--- config.mk ---
export PLATFORM = sky130hd
export DESIGN_NAME = usart_core
export DESIGN_NICKNAME = d
export VERILOG_FILES = /design/src/hw/usart_baud_gen.v /design/src/hw/usart_core.v
export VERILOG_INCLUDE_DIRS = /design/src /design/src/pkg
export SDC_FILE = /design/constraint.sdc
export NUM_CORES = 1
export LEC_CHECK = 0
export ABC_AREA = 1
export BUFFER_PORTS_ARGS = -buffer_cell sky130_fd_sc_hd__buf_2
export CORE_AREA = 3 3 115 117
export CTS_BUF_LIST = sky130_fd_sc_hd__clkbuf_2 sky130_fd_sc_hd__clkbuf_4 sky130_fd_sc_hd__clkbuf_8
export CTS_CLUSTER_SIZE = 40
export DETAILED_ROUTE_END_ITERATION = 10
export DIE_AREA = 0 0 118 120
export SYNTH_ARGS = -nofsm -noshare
export SYNTH_HDL_FRONTEND = slang
export SYNTH_SLANG_ARGS = --single-unit
--- constraint.sdc ---
create_clock -name clk -period 2.02 [get_ports clk]
set_input_delay 0.303 -clock clk [delete_from_list [all_inputs] [get_ports clk]]
set_output_delay 0.303 -clock clk [all_outputs]
set_load 0.02 [all_outputs]
--- src/pkg/usart_defs.vh ---
// constants for the serial port block: offsets, fields, resets, timing
`ifndef USART_DEFS_VH
`define USART_DEFS_VH

// ------------------------------------------------------------
// register offsets
// ------------------------------------------------------------
`define USART_OFS_RXCTL   3'h0
`define USART_OFS_RXBUF   3'h1
`define USART_OFS_TXCTL   3'h2
`define USART_OFS_TXBUF   3'h3
`define USART_OFS_BAUD    3'h4
`define USART_OFS_FLAG    3'h5
`define USART_OFS_IEN     3'h6

// ------------------------------------------------------------
// receive status and control fields
// ------------------------------------------------------------
`define USART_RX_PEN      7
`define USART_RX_NINE     6
`define USART_RX_SINGLE   5
`define USART_RX_CONT     4
`define USART_RX_ADDR     3
`define USART_RX_FRAMING_ERROR_FLAG     2
`define USART_RX_OVERRUN_ERROR_FLAG     1
`define USART_RX_NINTH    0

// ------------------------------------------------------------
// transmit status and control fields
// ------------------------------------------------------------
`define USART_TX_CLOCK_SOURCE_SELECT     7
`define USART_TX_NINE     6
`define USART_TX_EN       5
`define USART_TX_SYNC     4
`define USART_TX_HIGH     2
`define USART_TX_EMPTY    1
`define USART_TX_NINTH    0

// ------------------------------------------------------------
// flag and enable fields
// ------------------------------------------------------------
`define USART_FLG_RX      5
`define USART_FLG_TX      4

// ------------------------------------------------------------
// reset values
// ------------------------------------------------------------
`define USART_RST_RXCTL   8'h00
`define USART_RST_TXCTL   8'h02
`define USART_RST_BYTE    8'h00

// ------------------------------------------------------------
// timing counts, in oversample ticks; the slow-rate prescaler count is in divisor ticks
// ------------------------------------------------------------
`define USART_OVS_LAST    4'hF
`define USART_OVS_DECIDE  4'h9
`define USART_HALF_LAST   3'h7
`define USART_LOW_PRESC   2'h3

`endif

--- src/hw/usart_baud_gen.v ---
// baud generator: divisor counter and 16x oversample tick
`timescale 1ns/1ps
`include "usart_defs.vh"

module usart_baud_gen (
  input  wire       clk,
  input  wire       resetn,
  input  wire       enable,
  input  wire [7:0] divisor,
  input  wire       highSpeed,
  output reg        tick
);

  reg  [7:0] count;
  reg  [1:0] presc;
  wire       brgTick;

  assign brgTick = enable && (count == 8'h00);

  // ------------------------------------------------------------
  // divisor count, then /4 when the slow rate is chosen
  // ------------------------------------------------------------
  always @(posedge clk or negedge resetn) begin
    if (!resetn) begin
      count <= 8'h00;
      presc <= 2'h0;
      tick  <= 1'b0;
    end else if (!enable) begin
      count <= 8'h00;
      presc <= 2'h0;
      tick  <= 1'b0;
    end else begin
      count <= brgTick ? divisor : count - 8'h01;
      if (brgTick) begin
        presc <= presc + 2'h1;
      end
      // raw rate is 16x or 64x bit rate; out is always 16x
      tick <= brgTick && (highSpeed || presc == `USART_LOW_PRESC);
    end
  end

endmodule

--- src/hw/usart_core.v ---
// serial port: async receiver and synchronous master transmitter
`timescale 1ns/1ps
`include "usart_defs.vh"


module usart_core (
  input  wire       clk,
  input  wire       resetn,
  input  wire [2:0] regAddr,
  input  wire [7:0] regWdata,
  input  wire       regWr,
  input  wire       regRd,
  output reg  [7:0] regRdata,
  input  wire       dataLineIn,
  output wire       dataLineOut,
  output wire       dataLineOe,
  output wire       shiftClockLineOut,
  output wire       shiftClockLineOe,
  output wire       rxIrq,
  output wire       txIrq
);

  // ------------------------------------------------------------
  // state codes
  // ------------------------------------------------------------
  localparam RX_IDLE  = 2'd0;
  localparam RX_START = 2'd1;
  localparam RX_DATA  = 2'd2;
  localparam RX_STOP  = 2'd3;

  // ------------------------------------------------------------
  // software registers
  // ------------------------------------------------------------
  reg  [7:0] rxCtl;
  reg  [7:0] txCtl;
  reg  [7:0] rxBuf;
  reg  [7:0] txBuf;
  reg  [7:0] baudDiv;
  reg        rxIe;
  reg        txIe;
  reg        rxFlag;
  reg        txFlag;
  reg        txBufFull;
  reg        txWrPending;
  reg        rxNinth;
  reg        frameErr;
  reg        overErr;

  wire portEn    = rxCtl[`USART_RX_PEN];
  wire rxNine    = rxCtl[`USART_RX_NINE];
  wire contRx    = rxCtl[`USART_RX_CONT];
  wire addrDet   = rxCtl[`USART_RX_ADDR];
  wire clkMaster = txCtl[`USART_TX_CLOCK_SOURCE_SELECT];
  wire txNine    = txCtl[`USART_TX_NINE];
  wire transmit_enable      = txCtl[`USART_TX_EN];
  wire syncMode  = txCtl[`USART_TX_SYNC];
  wire highSpeed = txCtl[`USART_TX_HIGH];
  wire txNinth   = txCtl[`USART_TX_NINTH];

  wire wrRxCtl = regWr && regAddr == `USART_OFS_RXCTL;
  wire wrTxCtl = regWr && regAddr == `USART_OFS_TXCTL;
  wire wrTxBuf = regWr && regAddr == `USART_OFS_TXBUF;
  wire wrBaud  = regWr && regAddr == `USART_OFS_BAUD;
  wire wrIen   = regWr && regAddr == `USART_OFS_IEN;
  wire rdRxBuf = regRd && regAddr == `USART_OFS_RXBUF;

  // ------------------------------------------------------------
  // pin synchroniser and oversample tick
  // ------------------------------------------------------------
  reg  dataSync1;
  reg  dataSync2;
  wire tick;

  always @(posedge clk or negedge resetn) begin
    if (!resetn) begin
      dataSync1 <= 1'b1;
      dataSync2 <= 1'b1;
    end else begin
      dataSync1 <= dataLineIn;
      dataSync2 <= dataSync1;
    end
  end

  usart_baud_gen baudGen (
    .clk       (clk),
    .resetn    (resetn),
    .enable    (portEn),
    .divisor   (baudDiv),
    .highSpeed (highSpeed),
    .tick      (tick)
  );

  // ------------------------------------------------------------
  // async receiver
  // ------------------------------------------------------------
  reg  [1:0] rxState;
  reg  [3:0] ovsCnt;
  reg  [3:0] bitCnt;
  reg  [2:0] sampleHist;
  reg  [8:0] rxShift;
  wire       rxOn;
  wire       voteBit;
  wire       decide;
  wire [3:0] lastBit;
  wire       wordDone;
  wire       keepWord;
  wire       bufBusy;
  reg        txBusy;

  // transmit path owns the line in sync mode
  assign rxOn = portEn && contRx && !syncMode && !overErr && !txBusy;
  // majority of three samples around mid bit rejects glitches
  assign voteBit = (sampleHist[0] & sampleHist[1]) | (sampleHist[1] & sampleHist[2]) |
                   (sampleHist[0] & sampleHist[2]);
  assign decide   = tick && ovsCnt == `USART_OVS_DECIDE;
  assign lastBit  = rxNine ? 4'h8 : 4'h7;
  assign wordDone = decide && rxState == RX_STOP;
  assign keepWord = !(addrDet && rxNine && !rxShift[8]);
  assign bufBusy  = rxFlag && !rdRxBuf;

  always @(posedge clk or negedge resetn) begin
    if (!resetn) begin
      rxState    <= RX_IDLE;
      ovsCnt     <= 4'h0;
      bitCnt     <= 4'h0;
      sampleHist <= 3'h7;
      rxShift    <= 9'h000;
    end else if (!rxOn) begin
      rxState    <= RX_IDLE;
      ovsCnt     <= 4'h0;
      bitCnt     <= 4'h0;
    end else begin
      if (tick) begin
        sampleHist <= {sampleHist[1:0], dataSync2};
        ovsCnt     <= ovsCnt + 4'h1;
      end
      case (rxState)
        RX_IDLE: begin
          if (tick && !dataSync2) begin
            rxState <= RX_START;
            ovsCnt  <= 4'h1;
          end
        end
        RX_START: begin
          if (decide) begin
            rxState <= voteBit ? RX_IDLE : RX_DATA;
            bitCnt  <= 4'h0;
          end
        end
        RX_DATA: begin
          if (decide) begin
            rxShift[bitCnt] <= voteBit;
            rxShift[8]      <= (bitCnt == 4'h8) ? voteBit : (rxNine ? rxShift[8] : 1'b0);
            bitCnt          <= bitCnt + 4'h1;
            if (bitCnt == lastBit) begin
              rxState <= RX_STOP;
            end
          end
        end
        RX_STOP: begin
          if (decide) begin
            rxState <= RX_IDLE;
          end
        end
        default: rxState <= RX_IDLE;
      endcase
    end
  end

  // ------------------------------------------------------------
  // receive buffer, flag and errors
  // ------------------------------------------------------------
  always @(posedge clk or negedge resetn) begin
    if (!resetn) begin
      rxBuf    <= `USART_RST_BYTE;
      rxNinth  <= 1'b0;
      rxFlag   <= 1'b0;
      frameErr <= 1'b0;
      overErr  <= 1'b0;
    end else begin
      if (rdRxBuf) begin
        rxFlag <= 1'b0;
      end
      if (!contRx) begin
        frameErr <= 1'b0;
        overErr  <= 1'b0;
      end else if (wordDone && keepWord) begin
        if (bufBusy) begin
          overErr <= 1'b1;
        end else begin
          rxBuf    <= rxShift[7:0];
          rxNinth  <= rxNine & rxShift[8];
          frameErr <= !voteBit;
          rxFlag   <= 1'b1;
        end
      end
    end
  end

  assign rxIrq = rxFlag && rxIe;

  // ------------------------------------------------------------
  // sync master transmitter
  // ------------------------------------------------------------
  reg  [8:0] transmit_shift_register;
  reg  [3:0] bitsLeft;
  reg        tsrEmpty;
  reg        shiftClk;
  reg  [2:0] halfCnt;
  wire       txOn;
  wire       loadTsr;
  wire       halfDone;

  assign txOn     = portEn && syncMode && clkMaster && transmit_enable;
  // never start while a word is being received
  assign loadTsr  = txOn && tsrEmpty && txBufFull && rxState == RX_IDLE;
  assign halfDone = tick && halfCnt == `USART_HALF_LAST;

  always @(posedge clk or negedge resetn) begin
    if (!resetn) begin
      transmit_shift_register      <= 9'h1FF;
      bitsLeft <= 4'h0;
      tsrEmpty <= 1'b1;
      shiftClk <= 1'b0;
      halfCnt  <= 3'h0;
      txBusy   <= 1'b0;
    end else if (!txOn) begin
      tsrEmpty <= 1'b1;
      shiftClk <= 1'b0;
      halfCnt  <= 3'h0;
      bitsLeft <= 4'h0;
      txBusy   <= 1'b0;
    end else if (loadTsr) begin
      transmit_shift_register      <= {txNinth, txBuf};
      bitsLeft <= txNine ? 4'h9 : 4'h8;
      tsrEmpty <= 1'b0;
      shiftClk <= 1'b0;
      halfCnt  <= 3'h0;
      txBusy   <= 1'b1;
    end else if (!tsrEmpty) begin
      if (tick) begin
        halfCnt <= halfCnt + 3'h1;
      end
      if (halfDone) begin
        shiftClk <= !shiftClk;
        // data moves on the falling edge, peer samples on the rising
        if (shiftClk) begin
          if (bitsLeft == 4'h1) begin
            tsrEmpty <= 1'b1;
            txBusy   <= 1'b0;
            bitsLeft <= 4'h0;
          end else begin
            transmit_shift_register      <= {1'b1, transmit_shift_register[8:1]};
            bitsLeft <= bitsLeft - 4'h1;
          end
        end
      end
    end
  end

  assign shiftClockLineOut = shiftClk;
  assign shiftClockLineOe  = portEn && syncMode && clkMaster;
  assign dataLineOut       = transmit_shift_register[0];
  assign dataLineOe        = txOn && rxState == RX_IDLE;

  // ------------------------------------------------------------
  // transmit buffer and flag
  // ------------------------------------------------------------
  always @(posedge clk or negedge resetn) begin
    if (!resetn) begin
      txBuf       <= `USART_RST_BYTE;
      txBufFull   <= 1'b0;
      txWrPending <= 1'b0;
      txFlag      <= 1'b0;
    end else begin
      txWrPending <= wrTxBuf;
      if (wrTxBuf) begin
        txBuf     <= regWdata;
        txBufFull <= 1'b1;
      end else if (loadTsr) begin
        txBufFull <= 1'b0;
      end
      // a set beats the delayed clear in the same cycle
      if (loadTsr || (transmit_enable && !txBufFull && !txWrPending)) begin
        txFlag <= 1'b1;
      end else if (txWrPending) begin
        txFlag <= 1'b0;
      end
    end
  end

  assign txIrq = txFlag && txIe;

  // ------------------------------------------------------------
  // register writes
  // ------------------------------------------------------------
  always @(posedge clk or negedge resetn) begin
    if (!resetn) begin
      rxCtl   <= `USART_RST_RXCTL;
      txCtl   <= `USART_RST_TXCTL;
      baudDiv <= `USART_RST_BYTE;
      rxIe    <= 1'b0;
      txIe    <= 1'b0;
    end else begin
      if (wrRxCtl) begin
        // error and ninth-bit fields are status, kept apart
        rxCtl <= {regWdata[7:3], 3'h0};
      end
      if (wrTxCtl) begin
        txCtl <= {regWdata[7:4], 1'b0, regWdata[2], 1'b0, regWdata[0]};
      end
      if (wrBaud) begin
        baudDiv <= regWdata;
      end
      if (wrIen) begin
        rxIe <= regWdata[`USART_FLG_RX];
        txIe <= regWdata[`USART_FLG_TX];
      end
    end
  end

  // ------------------------------------------------------------
  // register reads, one cycle after the strobe
  // ------------------------------------------------------------
  reg [7:0] next_rdata;

  always @* begin
    next_rdata = 8'h00;
    case (regAddr)
      `USART_OFS_RXCTL: next_rdata = {rxCtl[7:3], frameErr, overErr, rxNinth};
      `USART_OFS_RXBUF: next_rdata = rxBuf;
      `USART_OFS_TXCTL: next_rdata = {txCtl[7:4], 1'b0, txCtl[2], tsrEmpty, txCtl[0]};
      `USART_OFS_TXBUF: next_rdata = txBuf;
      `USART_OFS_BAUD:  next_rdata = baudDiv;
      `USART_OFS_FLAG:  next_rdata = {2'h0, rxFlag, txFlag, 4'h0};
      `USART_OFS_IEN:   next_rdata = {2'h0, rxIe, txIe, 4'h0};
      default:          next_rdata = 8'h00;
    endcase
  end

  always @(posedge clk or negedge resetn) begin
    if (!resetn) begin
      regRdata <= 8'h00;
    end else if (regRd) begin
      regRdata <= next_rdata;
    end else begin
      regRdata <= 8'h00;
    end
  end

endmodule

## Word-level counts from Yosys, hierarchy flattened

Index checks and enable logic that the tools add are counted.
W data, S select, Z words.

| word-level totals | value |
|---|---|
| register bits | 107 |
| output and inout port bits | 14 |
| bits of input ports | 16 |

| operators by class | value |
|---|---|
| reduce and logical (&&, ||, !) cells | 65 |
| muxes and demuxes | 75 |
| add/sub/neg operators | 6 |
| order comparisons | 2 |
| bitwise operators | 7 |
| equality and inequality tests | 33 |

Operator list:

| kind | number |
|---|---|
| $mux W4 | 14 |
| $pmux W8 S7 | 1 |
| $mux W9 | 5 |
| $mux W1 | 35 |
| $logic_and A1 B1 Y1 | 32 |
| $mux W8 | 3 |
| $mux W2 | 9 |
| $ne A3 B3 Y1 const B | 5 |
| $eq A3 B3 Y1 const B | 4 |
| $mux W3 | 4 |
| $ne A3 B1 Y1 const B | 4 |
| $reduce_and A3 Y1 | 4 |
| $logic_not A1 Y1 | 11 |
| $ne A2 B1 Y1 const B | 5 |
| $reduce_and A2 Y1 | 5 |
| $reduce_and A5 Y1 | 2 |
| $bwmux W9 | 1 |
| $add A4 B1 Y4 const B | 2 |
| $eq A4 B4 Y1 const B | 2 |
| $logic_not A8 Y1 | 1 |
| $pmux W2 S4 | 1 |
| $pmux W4 S2 | 1 |
| $reduce_and A4 Y1 | 2 |
| $reduce_bool A2 Y1 | 4 |
| 21 further kinds | 31 |

## Logic depth before layout (Yosys ltp)

| logic depth | value |
|---|---|
| word-level depth | 8 |
| mapped depth | 10 |
| gate-level depth less buffers | 10 |

## Hierarchy

A second synthesis with hierarchy kept.

| unflattened totals | value |
|---|---|
| cells, all modules | 667 |
| area total of the unflattened synthesis | 5,381.4 um2 |

By module, submodules not included:

| module | area each (um2) | cells each | instances | seq. area each (um2) |
|---|---|---|---|---|
| usart_core | 4,688.2 | 579 | 1 | 2,396.0 |
| usart_baud_gen | 693.2 | 88 | 1 | 275.3 |

## Least setup slack after synthesis

OpenSTA, ideal clock, no wires.

| path | value |
|---|---|
| path kind | register to register |
| from | register ovsCnt[1] |
| to | register frameErr |
| buffers on the path | 1 |
| stages on the path, launching flop included | 10 |
| setup slack | 0.535 ns |
| library setup time | 0.076 ns |
| data required time | 1.944 ns |
| clock period less this slack | 1.485 ns |
| data arrival time | 1.409 ns |
| cell sequence | dfrtp_1 inv_1 ha_1 nand2_1 nor2_2 nand2_1 nor2_2 nand3_4 buf_6 o21ai_2 |

| between the ends | value |
|---|---|
| longest elaborated chain between the ends | 6 |

RTL lines:

| element | line | text |
|---|---|---|
| start: declaration | usart_core.v:97 | `reg [3:0] ovsCnt;` |
| start signal: assignment | usart_core.v:135 | `ovsCnt <= ovsCnt + 4'h1;` |
| $eq A4 B4 Y1 (no line) | n/a |  |
| $logic_and A1 B1 Y1 (no line) | n/a |  |
| $logic_and A1 B1 Y1 | usart_core.v:117 | `assign wordDone = decide && rxState == RX_STOP;` |
| $logic_and A1 B1 Y1 | usart_core.v:187 | `end else if (wordDone && keepWord) begin` |
| $ne A2 B1 Y1 (no line) | n/a |  |
| $reduce_and A2 Y1 (no line) | n/a |  |
| end signal: assignment | usart_core.v:193 | `frameErr <= !voteBit;` |
| end: declaration | usart_core.v:46 | `reg frameErr;` |

Every way passes these cells.
A chain may end at the register's enable or synchronous reset.

## Worst setup path in the final report

| path | value |
|---|---|
| from | register rxCtl[7] |
| to | output dataLineOe |

| between the ends | value |
|---|---|
| longest elaborated chain between the ends | 4 |

RTL lines:

| element | line | text |
|---|---|---|
| start: declaration | usart_core.v:34 | `reg [7:0] rxCtl;` |
| start signal: assignment | usart_core.v:299 | `` rxCtl <= `USART_RST_RXCTL; `` |
| start signal: assignment | usart_core.v:307 | `rxCtl <= {regWdata[7:3], 3'h0};` |
| $logic_and A1 B1 Y1 (3 in a row) | usart_core.v:214 | `assign txOn = portEn && syncMode && clkMaster && transmit_enable;` |
| $logic_and A1 B1 Y1 | usart_core.v:264 | `assign dataLineOe = txOn && rxState == RX_IDLE;` |
| end: declaration | usart_core.v:16 | `output wire dataLineOe,` |

Every way passes these cells.

==> metrics.md <==
| Metric | Value |
|---|---|
| Clk_lat worst skew | 0.38 ns |
| Non-filler cells, final | approximately 880 |
| Initial DRC count | 277 |
| I/O pin count | 30 |
| Max Cap Viol | 0 |
| Share of cells above drive strength 1 | 0.1390 |
| Main area contributors after synthesis | dfrtp_1 43%, nand2_1 14%, dfstp_2 7.4%, inv_1 6.6%, nand3_1 4.4% |
| Vias | around 4300 |
| Sequential power share | 0.543 |
| Maximum VDD drop | 337.9 uV |
| Root Buffer | clkbuf_8 |
| Switching Fraction | 0.3239 |
| Reg-to-reg slack, setup | 0.29 ns |
| Pwr Total | ~4700 uW |
| Clk sink count | roughly 110 |
| Hold path depth | 3 |
| P_leak | 0.002983 uW |
| Effective utilization at floorplan | 0.4278 |
| Worst path arrival time | approximately 1.5 ns |
| Die X | 118 um |
| Hold Path Class | input pin to register |
| First-pass GRT wire length | roughly 21000 um |
| Synth top area share | 0.4270 |
| Worst Path Required | about 1.7 ns |
| Setup-failing EPs final | 0 |
| Mapped Cells | approximately 660 |
| R2r endpoint | transmit_shift_register[8] |
| Synthesized area | between 5000 and 6000 um^2 |
| Worst-Margin Slew | just under 0.5 ns |
| Slew HR | 0.6651 |
| Post-synth EDFFs | 0 |
| R2R Path Start | halfCnt[0] |
| Setup crit end kind | primary output |
| Initial DRT Pass Iterations | 5 |
| Cells after DPL | about 860 |
| Core area | around 12000 um^2 |
| Gate power share | 0.194 |
| Area Growth Syn to Fin | 10.70% |
| Die H | 120 um |
| CTS Buffer Depth | 2 |
| Post-DP HPWL | a little over 9000 um |
| Worst Setup Path Type | register to primary output |
| Net switching power figure | between 1500 and 2000 uW |
| Crit path to | dataLineOe |
| Seq cells post-synth | about 110 |
| Number of global-route vias before repair | ~4300 |
| Vias/cell | 4.905 |
| Post-layout net count | approximately 730 |
| Final Slew Violations | 0 |
| Highest clock rate | roughly 550 MHz |
| CTS buffer count | 9 |
| Crit path launch | rxCtl[7] |
| Power per standard cell area | slightly below 800 nW/um^2 |
| Yosys cell types | 35 |
| WL final | around 12000 um |
| Run status | finished, final reports clean |
| Pin count of the biggest net entering global routing | 34 |
| Final worst slack | between 0.15 and 0.2 ns |
| Yosys top cell by area | dfrtp_1 |
| Residual DRC | 0 |
| Final Util | 0.4736 |
| ANT cells | 0 |
| Int Power | 3165 uW |
| Period utilisation layout | 0.9020 |
| Async SR Flop Fraction | 1.000 |
| Crit path max fanout | 7 |
| Port buffer count | 29 |
| Min Tclk post-route | about 1.8 ns |
| Worst Setup Start Kind | register |
| RSZ-0062 raised after global routing | false |
| GPL Wtd Cong | 0.8690 |
| Wire per inst | 13.88 um |
| Top cells by count, synth | 197 x nand2_1, 94 x inv_1, 91 x dfrtp_1, 60 x nor2_1 |
| Clock skew | 0.01055 ns |
| Gr ovfl total | 0 |
| R2R cell count | 8 |
| Number of cells upsized or downsized after cts | 0 |
| CTS tree | yes |
| Clock share of power | 0.263 |
| Setup TNS | 0 ns |
| Most common cell in the netlist | nand2_1 |
| Die area | about 14000 um^2 |
| Top FF cell, synth | dfrtp_1 |
| Pre-CTS WS | about 0.3 ns |
| Row count | just over 40 |
| Sequential share of the synthesized area | 0.5009 |
| Synth warn | 0 |
| Hold Fails Final Rpt | 0 |
| Antenna Nets Post-Route | 0 |
| Post-Syn Nets | 687 |
| CTS clock-pin slew for the worst setup and hold paths | roughly 0.10 ns |
| H-Tree Depth | 3 |
| Synth Area per Inst | about 8 um^2 |
| Initial antenna violation count | 0 |
| Total global-route track usage | 0.1852 |
power by group through the flow:
stage                     Combinational (uW)  Clock (uW)  Sequential [uW]
after CTS                                916        1260             2540
after floorplan                          636           0             2540
after global routing                    1050        1360             2570
final                                    908        1230             2540
after global placement                   887           0             2580
after detailed placement                 906           0             2580
placed cells by master (no fill, tap or decap), types with 4 or more instances in the layout:
| cell type | count |
|---|---|
| xor2_1 | 9 |
| nand4_1 | 7 |
| o21ai_0 | 47 |
| inv_1 | 94 |
| nand2_1 | 197 |
| ha_1 | 13 |
| clkbuf_8 | 10 |
| buf_4 | 6 |
| o21ai_2 | 11 |
| nor3_1 | 6 |
| dfstp_2 | 15 |
| dfrtp_1 | 91 |
| a21oi_1 | 11 |
| nor2_1 | 60 |
| o211ai_1 | 4 |
| nand3_1 | 47 |
| o22ai_1 | 9 |
| buf_2 | 28 |
kinds of logic (layout without fill, tap and decap cells):
group           count (synthesis)  in the layout  synth area share
xor+xnor                       11             11           0.01807
flops                         106            106            0.5009
simple gates                  334            334            0.2764
buf+inv                       108            155           0.08118
compound gates                 86             86           0.09291
fa+ha+maj                      13             13           0.03050
per-layer routing:
| layer | part of all wire | vias up | global-route usage |
|---|---|---|---|
| li1 | - | 2154 | - |
| met1 | 0.47 | 2031 | 0.2449 |
| met2 | 0.47 | 97 | 0.3029 |
| met3 | 0.037 | 20 | 0.03393 |
| met4 | 0.021 | 0 | 0.07473 |
| met5 | 0 | - | 0 |
critical path, cell delays in order, from the launching register on:
cell	delay, ns
dfrtp_1	0.58
nand4_4	0.20
nor2_4	0.17
buf_2	0.18
worst min-delay path by stage:
stage	from	to
global placement	resetn	bitsLeft[3]
CTS	regWdata[1]	txBuf[1]
finish	regWdata[1]	txBuf[1]
global route	regWdata[1]	txBuf[1]
detailed placement	resetn	txCtl[0]
floorplan	resetn	baudDiv[0]
registers in the layout, summed over array words and instances, names as in the netlist, 2 cells and up:
signal / count
baudDiv: 8
baudGen.count: 8
baudGen.presc: 2
bitCnt: 4
bitsLeft: 4
halfCnt: 3
ovsCnt: 4
regRdata: 8
rxBuf: 8
rxCtl: 5
rxShift: 9
rxState: 2
sampleHist: 3
transmit_shift_register: 9
txBuf: 8
txCtl: 6
stage by stage:
stage,area (um^2),hold slack (ns)
floorplan,5333,0.007409
global placement,5708,0.2844
detailed placement,5708,0.2856
CTS,5903,0.1774
global route,5903,0.1876
finish,5903,0.1842
what timing repair did:
item | CTS | global route
hold buffers | 2 | 0
setup buffers | 0 | 0
hold endpoints to repair | 23 | 0
final cells by class:
type / instances / area, um^2
tap: 172 / 215.2
timing repair buffer: 37 / 225.2
inverter: 102 / 387.9
clock inverter: 5 / 30.03
sequential: 106 / 2671
fill: 1249 / 6563
clock buffer: 11 / 145.1
multi-input combinational: 444 / 2228
No activity file was read; power rests on OpenSTA's default activity.
